===== src/hw/lcpwm_pkg.sv =====
// package of constants and types for the led channel pwm and pump mode block
// How it works
// - eight channels, each own 6-bit duty
// - pwm period nominally 575 us
// - each channel holds 5-bit current code
// - current code mapped logarithmically to sink current
// - code 31 full scale, 0 lowest nonzero
// - pump mode starts at 1x
// - hold mode while headroom adequate
// - step up one mode on lost regulation
// - drop directly to 1x when 1x suffices
// - mode chosen from sensed headroom, no software
// - low power 5 ms after idle
// - wake within 1 ms on bus traffic
// - staged settings applied on control 000/010
// - apply switches channels per enable register
package lcpwm_pkg;
   // ==========================================================
   // sizes
   localparam int NUM_CH = 8;
   localparam int DUTY_W = 6;
   localparam int LEVEL_W = 5;
   localparam int DAC_W = 16;
   localparam int CTRL_W = 3;
   // ==========================================================
   // control codes
   localparam logic [2:0] CTRL_APPLY = 3'h0;
   localparam logic [2:0] CTRL_WRITE_APPLY = 3'h2;
   // ==========================================================
   // timing
   localparam int CLK_HZ = 125_000_000;
   localparam int PERIOD_NS = 575_000;
   localparam int CLK_NS = 8;
   localparam int SLOTS = 64;
   localparam int SLOT_CYC = PERIOD_NS / (CLK_NS * SLOTS);
   localparam int IDLE_MS = 5;
   localparam int IDLE_CYC = IDLE_MS * (CLK_HZ / 1000);
   localparam int WAKE_US = 1000;
   localparam int WAKE_CYC = WAKE_US * (CLK_HZ / 1_000_000);
   localparam int SETTLE_CYC = 256;
   // ==========================================================
   // reset values
   localparam logic [5:0] DUTY_RST = 6'h00;
   localparam logic [4:0] LEVEL_RST = 5'h00;
   localparam logic [7:0] ENABLE_RST = 8'h00;
   // ==========================================================
   // pump modes and power states
   typedef enum logic [3:0] {
      LCPWM_X1 = 4'b0001,
      LCPWM_X133 = 4'b0010,
      LCPWM_X15 = 4'b0100,
      LCPWM_X2 = 4'b1000
   } lcpwm_mode_e;
   typedef enum logic [1:0] {
      LCPWM_RUN = 2'b01,
      LCPWM_SLEEP = 2'b10
   } lcpwm_pwr_e;
endpackage


===== src/hw/lcpwm_if.sv =====
// interface carrying the applied channel settings to the pwm core
`timescale 1ns/1ps
interface lcpwm_if;
   logic [lcpwm_pkg::NUM_CH*lcpwm_pkg::DUTY_W-1:0] duty;
   logic [lcpwm_pkg::NUM_CH-1:0] enable;
   modport src (output duty, output enable);
   modport dst (input duty, input enable);
endinterface


===== src/hw/lcpwm_top.sv =====
// led channel pwm generator, charge pump mode controller and power state
`timescale 1ns/1ps
module lcpwm_top #(
   parameter int IDLE_CYCLES = lcpwm_pkg::IDLE_CYC,
   parameter int WAKE_CYCLES = lcpwm_pkg::WAKE_CYC,
   parameter int SLOT_CYCLES = lcpwm_pkg::SLOT_CYC,
   parameter int SETTLE_CYCLES = lcpwm_pkg::SETTLE_CYC
) (
   input wire logic CLK,
   input wire logic RST_B,
   input wire logic WR_STB,
   input wire logic [lcpwm_pkg::CTRL_W-1:0] WR_CTRL,
   input wire logic [lcpwm_pkg::NUM_CH*lcpwm_pkg::DUTY_W-1:0] STAGED_DUTY,
   input wire logic [lcpwm_pkg::NUM_CH*lcpwm_pkg::LEVEL_W-1:0] STAGED_LEVEL,
   input wire logic [lcpwm_pkg::NUM_CH-1:0] STAGED_ENABLE,
   input wire logic BUS_ACTIVE,
   input wire logic [lcpwm_pkg::NUM_CH-1:0] REG_LOST,
   input wire logic [lcpwm_pkg::NUM_CH-1:0] X1_OK,
   output logic [lcpwm_pkg::NUM_CH-1:0] CH_ON,
   output logic [lcpwm_pkg::NUM_CH*lcpwm_pkg::DAC_W-1:0] CH_DAC,
   output lcpwm_pkg::lcpwm_mode_e PUMP_MODE,
   output logic LOW_POWER,
   output logic READY
);
   import lcpwm_pkg::*;
   if (IDLE_CYCLES < 1 || WAKE_CYCLES < 1 || SETTLE_CYCLES < 1) begin : g_bad_count
      $error("timing counts must be at least one");
   end
   // idle and wake counters are 24 bits, settle counter 16 bits
   if (WAKE_CYCLES >= 2**24 || IDLE_CYCLES >= 2**24 || SETTLE_CYCLES > 2**16) begin : g_bad_width
      $error("timing counts exceed counter width");
   end
   // ==========================================================
   // log current table: about 12 percent per step, 0 lowest, 31 full
   // one constant ratio end to end, so no step is brighter than its neighbours
   function automatic logic [DAC_W-1:0] log_level(input logic [LEVEL_W-1:0] code);
      logic [DAC_W-1:0] v;
      v = 16'h0000;
      case (code)
         5'h00: v = 16'h0740;
         5'h01: v = 16'h0822;
         5'h02: v = 16'h0920;
         5'h03: v = 16'h0a3c;
         5'h04: v = 16'h0b7c;
         5'h05: v = 16'h0ce2;
         5'h06: v = 16'h0e74;
         5'h07: v = 16'h1037;
         5'h08: v = 16'h1230;
         5'h09: v = 16'h1468;
         5'h0a: v = 16'h16e4;
         5'h0b: v = 16'h19ae;
         5'h0c: v = 16'h1ccf;
         5'h0d: v = 16'h2052;
         5'h0e: v = 16'h2442;
         5'h0f: v = 16'h28ad;
         5'h10: v = 16'h2da1;
         5'h11: v = 16'h3331;
         5'h12: v = 16'h396d;
         5'h13: v = 16'h406c;
         5'h14: v = 16'h4846;
         5'h15: v = 16'h5114;
         5'h16: v = 16'h5af5;
         5'h17: v = 16'h660a;
         5'h18: v = 16'h7279;
         5'h19: v = 16'h806c;
         5'h1a: v = 16'h9012;
         5'h1b: v = 16'ha19f;
         5'h1c: v = 16'hb551;
         5'h1d: v = 16'hcb68;
         5'h1e: v = 16'he431;
         5'h1f: v = 16'hffff;
         default: v = 16'h0740;
      endcase
      return v;
   endfunction
   // ==========================================================
   // apply staged settings
   lcpwm_if cfg ();
   logic [NUM_CH*DUTY_W-1:0] duty;
   logic [NUM_CH*LEVEL_W-1:0] level;
   logic [NUM_CH-1:0] enable;
   wire apply = WR_STB && (WR_CTRL == CTRL_APPLY || WR_CTRL == CTRL_WRITE_APPLY);
   always_ff @(posedge CLK) begin
      if (!RST_B) begin
         duty <= {NUM_CH{DUTY_RST}};
         level <= {NUM_CH{LEVEL_RST}};
         enable <= ENABLE_RST;
      end else if (apply) begin
         duty <= STAGED_DUTY;
         level <= STAGED_LEVEL;
         enable <= STAGED_ENABLE;
      end
   end
   assign cfg.duty = duty;
   assign cfg.enable = enable;
   // ==========================================================
   // power state
   lcpwm_pwr_e pwr, next_pwr;
   logic [23:0] idle_cnt;
   logic [23:0] wake_cnt;
   wire idle = (enable == '0) && !BUS_ACTIVE && !apply;
   wire idle_done = (idle_cnt == 24'(IDLE_CYCLES - 1));
   wire wake_done = (wake_cnt == 24'(WAKE_CYCLES - 1));
   always_comb begin
      next_pwr = pwr;
      case (pwr)
         LCPWM_RUN: if (idle && idle_done) next_pwr = LCPWM_SLEEP;
         LCPWM_SLEEP: if (BUS_ACTIVE || apply) next_pwr = LCPWM_RUN;
         default: next_pwr = LCPWM_RUN;
      endcase
   end
   always_ff @(posedge CLK) begin
      if (!RST_B) pwr <= LCPWM_RUN;
      else pwr <= next_pwr;
   end
   always_ff @(posedge CLK) begin
      if (!RST_B || pwr != LCPWM_RUN || !idle) idle_cnt <= '0;
      else if (!idle_done) idle_cnt <= idle_cnt + 24'h00_0001;
   end
   // wake settle counter; ready about WAKE_CYCLES after bus traffic, at the wake bound
   always_ff @(posedge CLK) begin
      if (!RST_B) wake_cnt <= 24'(WAKE_CYCLES - 1);
      else if (pwr == LCPWM_SLEEP) wake_cnt <= '0;
      else if (!wake_done) wake_cnt <= wake_cnt + 24'h00_0001;
   end
   wire run = (pwr == LCPWM_RUN);
   assign LOW_POWER = (pwr == LCPWM_SLEEP);
   assign READY = run && wake_done;
   // ==========================================================
   // pwm core
   logic [NUM_CH-1:0] pwm_on;
   lcpwm_core #(.SLOT_CYCLES(SLOT_CYCLES)) u_core (
      .clk(CLK),
      .rst_b(RST_B),
      .run(run),
      .cfg(cfg.dst),
      .pwm_on(pwm_on),
      .period_start()
   );
   assign CH_ON = pwm_on;
   // ==========================================================
   // dac codes
   always_ff @(posedge CLK) begin
      if (!RST_B) CH_DAC <= '0;
      else begin
         for (int i = 0; i < NUM_CH; i++) begin
            CH_DAC[i*DAC_W +: DAC_W] <= log_level(level[i*LEVEL_W +: LEVEL_W]);
         end
      end
   end
   // ==========================================================
   // pump mode: loss judged on active channels only, 1x on all enabled channels; settle time between moves
   wire [NUM_CH-1:0] active = enable & pwm_on;
   wire lost = |(REG_LOST & active);
   wire x1_all = &(X1_OK | ~enable);
   logic [15:0] settle;
   wire settled = (settle == 16'h0000);
   lcpwm_mode_e next_mode;
   always_comb begin
      next_mode = PUMP_MODE;
      if (!settled) next_mode = PUMP_MODE;
      else if (PUMP_MODE != LCPWM_X1 && x1_all) next_mode = LCPWM_X1;
      else if (lost) begin
         case (PUMP_MODE)
            LCPWM_X1: next_mode = LCPWM_X133;
            LCPWM_X133: next_mode = LCPWM_X15;
            LCPWM_X15: next_mode = LCPWM_X2;
            LCPWM_X2: next_mode = LCPWM_X2;
            default: next_mode = LCPWM_X1;
         endcase
      end
   end
   always_ff @(posedge CLK) begin
      if (!RST_B) PUMP_MODE <= LCPWM_X1;
      else if (!run) PUMP_MODE <= LCPWM_X1;
      else PUMP_MODE <= next_mode;
   end
   always_ff @(posedge CLK) begin
      if (!RST_B) settle <= '0;
      else if (next_mode != PUMP_MODE && run) settle <= 16'(SETTLE_CYCLES - 1);
      else if (!settled) settle <= settle - 16'h0001;
   end
   // ==========================================================
   // checks
   a_mode_reset: assert property (@(posedge CLK) !RST_B |=> PUMP_MODE == LCPWM_X1)
      else $error("pump mode not 1x after reset");
   a_mode_hold: assert property (@(posedge CLK) disable iff (!RST_B)
      (run && !lost && !x1_all) |=> PUMP_MODE == $past(PUMP_MODE))
      else $error("pump mode moved with good headroom");
   // one-hot codes: a single step up is a shift by one place
   a_mode_step: assert property (@(posedge CLK) disable iff (!RST_B)
      (PUMP_MODE != $past(PUMP_MODE) && PUMP_MODE != LCPWM_X1)
      |-> PUMP_MODE == ($past(PUMP_MODE) << 1))
      else $error("pump mode skipped a step");
   a_mode_drop: assert property (@(posedge CLK) disable iff (!RST_B)
      (run && settled && PUMP_MODE != LCPWM_X1 && x1_all) |=> PUMP_MODE == LCPWM_X1)
      else $error("pump mode did not drop to 1x");
   a_apply_only: assert property (@(posedge CLK) disable iff (!RST_B)
      !apply |=> enable == $past(enable) && duty == $past(duty))
      else $error("settings changed without apply");
   a_apply_load: assert property (@(posedge CLK) disable iff (!RST_B)
      apply |=> enable == $past(STAGED_ENABLE))
      else $error("enable not loaded on apply");
   a_wake_fast: assert property (@(posedge CLK) disable iff (!RST_B)
      (LOW_POWER && BUS_ACTIVE) |=> !LOW_POWER)
      else $error("no wake on bus traffic");
   a_sleep_idle: assert property (@(posedge CLK) disable iff (!RST_B)
      $rose(LOW_POWER) |-> $past(idle) && $past(idle_done))
      else $error("low power entered early");
   for (genvar k = 0; k < NUM_CH; k++) begin : g_dac_chk
      a_dac_full: assert property (@(posedge CLK) disable iff (!RST_B)
         level[k*LEVEL_W +: LEVEL_W] == 5'h1f |=> CH_DAC[k*DAC_W +: DAC_W] == 16'hffff)
         else $error("code 31 not full scale");
   end
   c_step_x2: cover property (@(posedge CLK) disable iff (!RST_B) PUMP_MODE == LCPWM_X2);
   c_sleep: cover property (@(posedge CLK) disable iff (!RST_B) $fell(LOW_POWER));
   c_apply: cover property (@(posedge CLK) disable iff (!RST_B) apply && STAGED_ENABLE != '0);
endmodule // lcpwm_top


===== src/hw/lcpwm_core.sv =====
// pwm slot counter and per-channel comparators
`timescale 1ns/1ps
module lcpwm_core #(
   parameter int SLOT_CYCLES = lcpwm_pkg::SLOT_CYC
) (
   input wire logic clk,
   input wire logic rst_b,
   input wire logic run,
   lcpwm_if.dst cfg,
   output logic [lcpwm_pkg::NUM_CH-1:0] pwm_on,
   output logic period_start
);
   import lcpwm_pkg::*;
   // slot divider is 16 bits wide
   if (SLOT_CYCLES < 1 || SLOT_CYCLES > 2**16) begin : g_bad_slot
      $error("slot cycles must be between one and 65536");
   end
   logic [15:0] div;
   logic [DUTY_W-1:0] slot;
   logic [NUM_CH-1:0] next_pwm_on;
   wire div_end = (div == 16'(SLOT_CYCLES - 1));
   // ==========================================================
   // slot timebase
   always_ff @(posedge clk) begin
      if (!rst_b || !run) begin
         div <= '0;
         slot <= '0;
      end else begin
         div <= div_end ? 16'h0000 : div + 16'h0001;
         if (div_end) slot <= slot + 6'h01;
      end
   end
   assign period_start = div_end && (slot == 6'h3f);
   genvar g;
   for (g = 0; g < NUM_CH; g++) begin : g_cmp
      assign next_pwm_on[g] = run && cfg.enable[g] &&
         (slot < cfg.duty[g*DUTY_W +: DUTY_W]);
      // every channel is watched, not only the first
      a_pwm_off_zero: assert property (@(posedge clk) disable iff (!rst_b)
         (cfg.duty[g*DUTY_W +: DUTY_W] == 6'h00) |=> !pwm_on[g])
         else $error("channel on with zero duty");
      a_pwm_full_on: assert property (@(posedge clk) disable iff (!rst_b)
         (run && cfg.enable[g] && cfg.duty[g*DUTY_W +: DUTY_W] == 6'h3f && slot != 6'h3f)
         |=> pwm_on[g])
         else $error("channel off in active slot");
   end
   always_ff @(posedge clk) begin
      if (!rst_b) pwm_on <= '0;
      else pwm_on <= next_pwm_on;
   end
   c_pwm_period: cover property (@(posedge clk) disable iff (!rst_b) period_start);
endmodule // lcpwm_core


===== config.mk =====
export PLATFORM = sky130hd
export DESIGN_NAME = lcpwm_top
export DESIGN_NICKNAME = d
export VERILOG_FILES = /design/src/hw/lcpwm_pkg.sv /design/src/hw/lcpwm_if.sv /design/src/hw/lcpwm_top.sv /design/src/hw/lcpwm_core.sv
export SDC_FILE = /design/constraint.sdc
export NUM_CORES = 1
export LEC_CHECK = 0
export BUFFER_PORTS_ARGS = -buffer_cell sky130_fd_sc_hd__buf_2
export CORE_ASPECT_RATIO = 1.1
export CORE_MARGIN = 2
export CORE_UTILIZATION = 35
export DETAILED_ROUTE_END_ITERATION = 10
export GPL_TIMING_DRIVEN = 0
export SLEW_MARGIN = 10
export SYNTH_ARGS = -nofsm -noshare
export SYNTH_HDL_FRONTEND = slang
export SYNTH_SLANG_ARGS = --single-unit

===== constraint.sdc =====
create_clock -name CLK -period 3.34 [get_ports CLK]
set_clock_uncertainty 0.15 [all_clocks]
set_input_delay 0.167 -clock CLK [delete_from_list [all_inputs] [get_ports CLK]]
set_output_delay 0.167 -clock CLK [all_outputs]
set_load 0.03 [all_outputs]

== Word-level counts from Yosys, hierarchy flattened ==
Memories as Yosys holds them, arrays and structs flattened. A register that Yosys moved wholly into a read port is not among the register bits.
Index checks and enable logic that the tools add are counted.

* Add/sub/neg operators: 5
* Order comparisons: 8
* Equal/unequal tests: 17
* Mux-type cells: 11
* Bitwise operators: 5
* Reduce and logical (&&, ||, !) cells: 52

{| class="wikitable"
|+ Operator list
! cell !! number
|-
| adder 24 x 1 -> 24 bit, second input constant || 2
|-
| less-than comparator 6 bit || 8
|-
| two-way mux 17 bit || 2
|-
| equality test 24 x 17 -> 1 bit, second input constant || 1
|-
| equality test 24 x 20 -> 1 bit, second input constant || 1
|-
| logical AND 1 bit || 23
|-
| adder 16 x 1 -> 16 bit, second input constant || 1
|-
| AND 8 bit || 2
|-
| equality test 16 x 11 -> 1 bit, second input constant || 1
|-
| logical NOT 16 bit || 1
|-
| two-way mux 8 bit || 2
|-
| subtractor 16 x 1 -> 16 bit, second input constant || 1
|-
| logical NOT 1 bit || 13
|-
| two-way mux 4 bit || 3
|-
| case mux 4 bit (3 select lines) || 1
|-
| logical NOT 8 bit || 1
|-
| != test 2 x 1 -> 1 bit, second input constant || 4
|-
| NOT 8 bit || 1
|-
| OR 8 bit || 1
|-
| AND reduction 8 bit || 1
|-
| OR reduction 2 bit || 4
|-
| OR reduction 8 bit || 1
|-
| adder 6 x 1 -> 6 bit, second input constant || 1
|-
| logical OR 1 bit || 5
|-
| other kinds (15) || 17
|}

* Flip-flop bits (word level): 196
* Memory bits (read-only): 4,096
* Input bits: 119
* Output and inout bits: 142
* Word-level logic and storage cells: 119
* Memories kept: 8

{| class="wikitable"
|+ Memories
! name !! words !! bits a word !! read ports !! clocked after Yosys merged registers in !! wr ports !! line !! text
|-
| (no name shown) || 32 || 16 || 1 || 1 || 0 || lcpwm_top.sv:39 || <nowiki>case (code)</nowiki>
|-
| (no name shown) || 32 || 16 || 1 || 1 || 0 || lcpwm_top.sv:39 ||
|-
| (no name shown) || 32 || 16 || 1 || 1 || 0 || lcpwm_top.sv:39 ||
|-
| (no name shown) || 32 || 16 || 1 || 1 || 0 || lcpwm_top.sv:39 ||
|-
| (no name shown) || 32 || 16 || 1 || 1 || 0 || lcpwm_top.sv:39 ||
|-
| (no name shown) || 32 || 16 || 1 || 1 || 0 || lcpwm_top.sv:39 ||
|-
| 2 more memories || -- || -- || -- || -- || -- || -- ||
|}

== Depth between registers and ports, before layout ==
* Depth after elaboration: 9
* Mapped depth: 10
* Depth with buffers taken out: 8

== Hierarchy ==
From an unflattened synthesis, not the netlist that was laid out.

* Cell total of the unflattened synthesis: 2,421
* Area total of the unflattened synthesis: 18,141.1 um2

{| class="wikitable"
|+ By module, submodules not included
! module !! times used !! cells each !! area each (um2) !! seq. area each (um2)
|-
| lcpwm_top || 1 || 2,142 || 15,869.0 || 5,885.6
|-
| lcpwm_core || 1 || 279 || 2,272.2 || 600.6
|}

== Worst setup path before layout ==
Ideal clock, no wire load.

* Kind: reg2reg
* Start point: reg level[10]
* End point: reg CH_DAC[43] in the netlist's numbering
* Setup time: 0.142 ns
* Data arrival time: 1.897 ns
* Data required time: 3.048 ns
* Setup slack: 1.151 ns
* Stages on the path, launching flop included: 10
* Path buffers: 2
* Period minus slack after synthesis: 2.189 ns
* Path through: dfxtp_1 > clkbuf_1 > inv_1 > ha_1 > buf_1 > nand2b_1 > o21ai_0 > mux2_2 > nor2_1 > a311oi_1

{| class="wikitable"
|+ RTL lines
! what !! line !! text
|-
| start, declared || lcpwm_top.sv:80 || <nowiki>logic [NUM_CH*LEVEL_W-1:0] level;</nowiki>
|-
| start signal, assigned || lcpwm_top.sv:86 || <nowiki>level <= {NUM_CH{LEVEL_RST}};</nowiki>
|-
| end, declared || lcpwm_top.sv:20 || <nowiki>output logic [lcpwm_pkg::NUM_CH*lcpwm_pkg::DAC_W-1:0] CH_DAC,</nowiki>
|}

== Final worst setup path ==
* Start point: reg wake_cnt[3]
* End point: out READY

* Longest elaborated chain between the ends: 2

{| class="wikitable"
|+ RTL lines
! what !! line !! text
|-
| start, declared || lcpwm_top.sv:100 || <nowiki>logic [23:0] wake_cnt;</nowiki>
|-
| start signal, assigned || lcpwm_top.sv:122 || <nowiki>if (!RST_B) wake_cnt <= 24'(WAKE_CYCLES - 1);</nowiki>
|-
| start signal, assigned || lcpwm_top.sv:124 || <nowiki>else if (!wake_done) wake_cnt <= wake_cnt + 24'h00_0001;</nowiki>
|-
| equality test 24 x 17 -> 1 bit || lcpwm_top.sv:103 || <nowiki>wire wake_done = (wake_cnt == 24'(WAKE_CYCLES - 1));</nowiki>
|-
| logical AND 1 bit || lcpwm_top.sv:128 || <nowiki>assign READY = run && wake_done;</nowiki>
|-
| end, declared || lcpwm_top.sv:23 || <nowiki>output logic READY</nowiki>
|}

No other way between the ends.

==> results by group <==
STA
  • Fin crit period: between 2 and 3 ns
  • Setup TNS: 0 ns
  • Max Fclk: about 350 MHz
  • Fin crit share: 0.855
  • Unrepaired setup endpoints after global routing: no
  • Setup violators final: 0
  • Hold Vio Cnt, Final: 0
  • Slew @ Worst Pin: between 1 and 1.5 ns
  • Relative slew slack: 0.237
  • Slew Limit Fails: 0

Route
  • Via Count: 18919
  • DRC Markers: 0
  • Wire per inst: 18.3 microns
  • Avg Vias per Cell: 5.41
  • Initial DRC Count: 1458
  • DRT Pass-1 Iters: 6
  • Post-detailed-route count of antenna-violating nets: 0
  • Final wirelength: 63900 microns

Finish
  • Antenna diodes: 0
  • Final instance area: ~0.022 sq mm
  • Final Net Count: a little over 3000
  • Number of fill cells in the layout: 5148
  • Layout cells sized above 1: 0.124
  • Area Growth Syn to Fin: 24.6%

Die
  • Die Y: 242 microns
  • Starting density of the core: 0.352
  • Row cnt: 87
  • Core area: 0.0511 sq mm
  • Die area: 0.0532 sq mm
  • Die width: between 200 and 250 microns
  • IO Pins: 261

Clocking
  • Worst-Skew Late Latency: 0.56 ns
  • CTS tree: yes
  • Depth of the CTS H-tree: 2
  • Clock Path Buffers: 3
  • Reg clk slew, reported paths: 0.06 ns
  • Root Driver: clkbuf_16
  • CTS sink cnt: between 300 and 400
  • TritonCTS Buffers: 38

Global route
  • Total global-route track usage: 0.232
  • Largest net degree at the start of global routing: 15
  • First-pass GRT wire length: 99300 microns
  • Initial antenna violation count: 1
  • Vias in the first global route: about 18000
  • Congestion Overflow GR: 0

Setup path
  • WP data required: 3.02 ns
  • CP endpoint kind: output port
  • Critical Setup Path Class: reg2out
  • Worst path arrival time: about 2.5 ns
  • Startpoint types: flop
  • Crit-path max FO: 8

Synthesis
  • Cell Area, Synth: between 0.015 and 0.02 sq mm
  • Count leader, synth: nand2_1
  • Commonest register cell after synthesis: dfxtp_1
  • Total of warnings raised by yosys: 0
  • Seq/Total Area, Yosys: 0.361
  • Ys async rst share: 0
  • Avg Synthesized Cell Area: 7.47 sq um
  • #FFs+latches synth: 324
  • Top cells by area, synth: dfxtp_1, nand2_1, ha_1
  • Synthesized Nets: 2634
  • Number of flops mapped to enable cells by yosys: 0
  • Area leader, netlist: dfxtp_1
  • Synth top area share: 0.361
  • Commonest cells post-synth: nand2_1, dfxtp_1, nor2_1, a21oi_1, o21ai_0
  • Synthesized instance count: ~2400
  • Yosys cell types: 65

Placement
  • Post-DP HPWL: 46500 microns
  • Port buffer count: 259
  • GPL Wtd Cong: 0.945
  • Placement Cell Area: ~0.020 sq mm

Power
  • Lkg Pwr: 8.58 nW
  • PD cells: 484 mW/mm^2
  • IR drop worst, VDD: 0.351 mV

Worst hold path
  • Hold crit path type: in2reg

Run
  • Maxcap violations: 0

Status
  • Status: finished clean
-- cell families after synthesis --
kind of cell	synth area share
flip-flops	0.361
adder cells (fa/ha/maj)	0.0751
AND/OR/NAND/NOR	0.241
buffers and inverters	0.0561
XOR/XNOR	0.0370
multiplexers	0.0148
AO/OA/AOI/OAI	0.215
-- path summary, 6_finish.rpt --
kind | cells after the start | slack [ns] | end | startpoint
worst max-delay path | 5 | 0.49 | READY | wake_cnt[3]
worst min-delay path | 3 | 0.08 | CH_DAC[46] | RST_B
worst max register to register | 9 | 0.51 | CH_DAC[43] | level[10]
worst min register to register | 2 | 0.31 | cfg.duty[20] | cfg.duty[20]
-- placed cells by master, fill, tap and decap left out, drive strengths merged, types with 53 or more instances in the layout --
cell type      n
nor2         270
a21oi        248
clkbuf       200
nand2        378
buf          279
o21ai        198
a211oi        53
dfxtp        324
inv           96
nand3         57
ha           108
dlygate4sd3   97
-- what timing repair did --
action	in CTS	in global routing
setup buffers	0	0
resized for setup	0	0
hold buffers	97	0
hold endpoints to repair	102	0
-- critical path, cell delays in order, from the launching register on --
cell and delay, ns:
dfxtp_1 0.36, or4b_1 0.56, nor4_2 0.29, nand4_2 0.30, nor2_1 0.24, buf_2 0.22
-- report_power, final --
part           leakage, nW  internal [mW]  switching, mW  total (mW)
Clock                0.649           2.67           1.72        4.39
Sequential            2.64           4.11          0.190        4.30
Combinational         5.29          0.805           1.34        2.15
Total                 8.58           7.58           3.26        10.8
-- metal layers --
| metal | track usage | share of wire | vias to the layer above |
|---|---|---|---|
| li1 | - | - | 9149 |
| met1 | 0.303 | 0.43 | 8826 |
| met2 | 0.376 | 0.46 | 795 |
| met3 | 0.0463 | 0.076 | 147 |
| met4 | 0.0871 | 0.034 | 2 |
| met5 | 0 | 0.00019 | - |
-- per-stage QoR --
stage | setup WS (ns) | hold WS [ns] | utilization | cells | power (mW)
3_5_place_dp | 0.342 | 0.265 | 0.394 | 3333 | 6.41
6_report | 0.485 | 0.0762 | 0.439 | 3498 | 10.8
4_1_cts | 0.410 | 0.0604 | 0.439 | 3498 | 10.9
3_3_place_gp | 0.283 | 0.263 | 0.394 | 3333 | 6.39
2_1_floorplan | 1.15 | 0.153 | - | 2407 | 5.79
5_1_grt | 0.328 | 0.0911 | 0.439 | 3498 | 11.4
-- cell type report --
type	count	area (sq um)	share of cell area
Sequential cell	324	6490	0.289
Timing Repair Buffer	356	2270	0.101
Clock inverter	20	254	0.0113
Multi-Input combinational cell	1815	10500	0.468
Clock buffer	48	1070	0.0477
Tap cell	667	835	0.0372
Inverter	96	360	0.0161
Buffer	172	648	0.0289
-- registers in the layout, summed over array words and instances, names as in the netlist --
register / cells
wake_cnt: 24
u_core.div: 16
cfg.enable: 8
PUMP_MODE: 4
u_core.pwm_on: 8
cfg.duty: 48
idle_cnt: 24
u_core.slot: 6
level: 40
CH_DAC: 128
pwr: 2
settle: 16
Power figures use the tool's default switching activity.
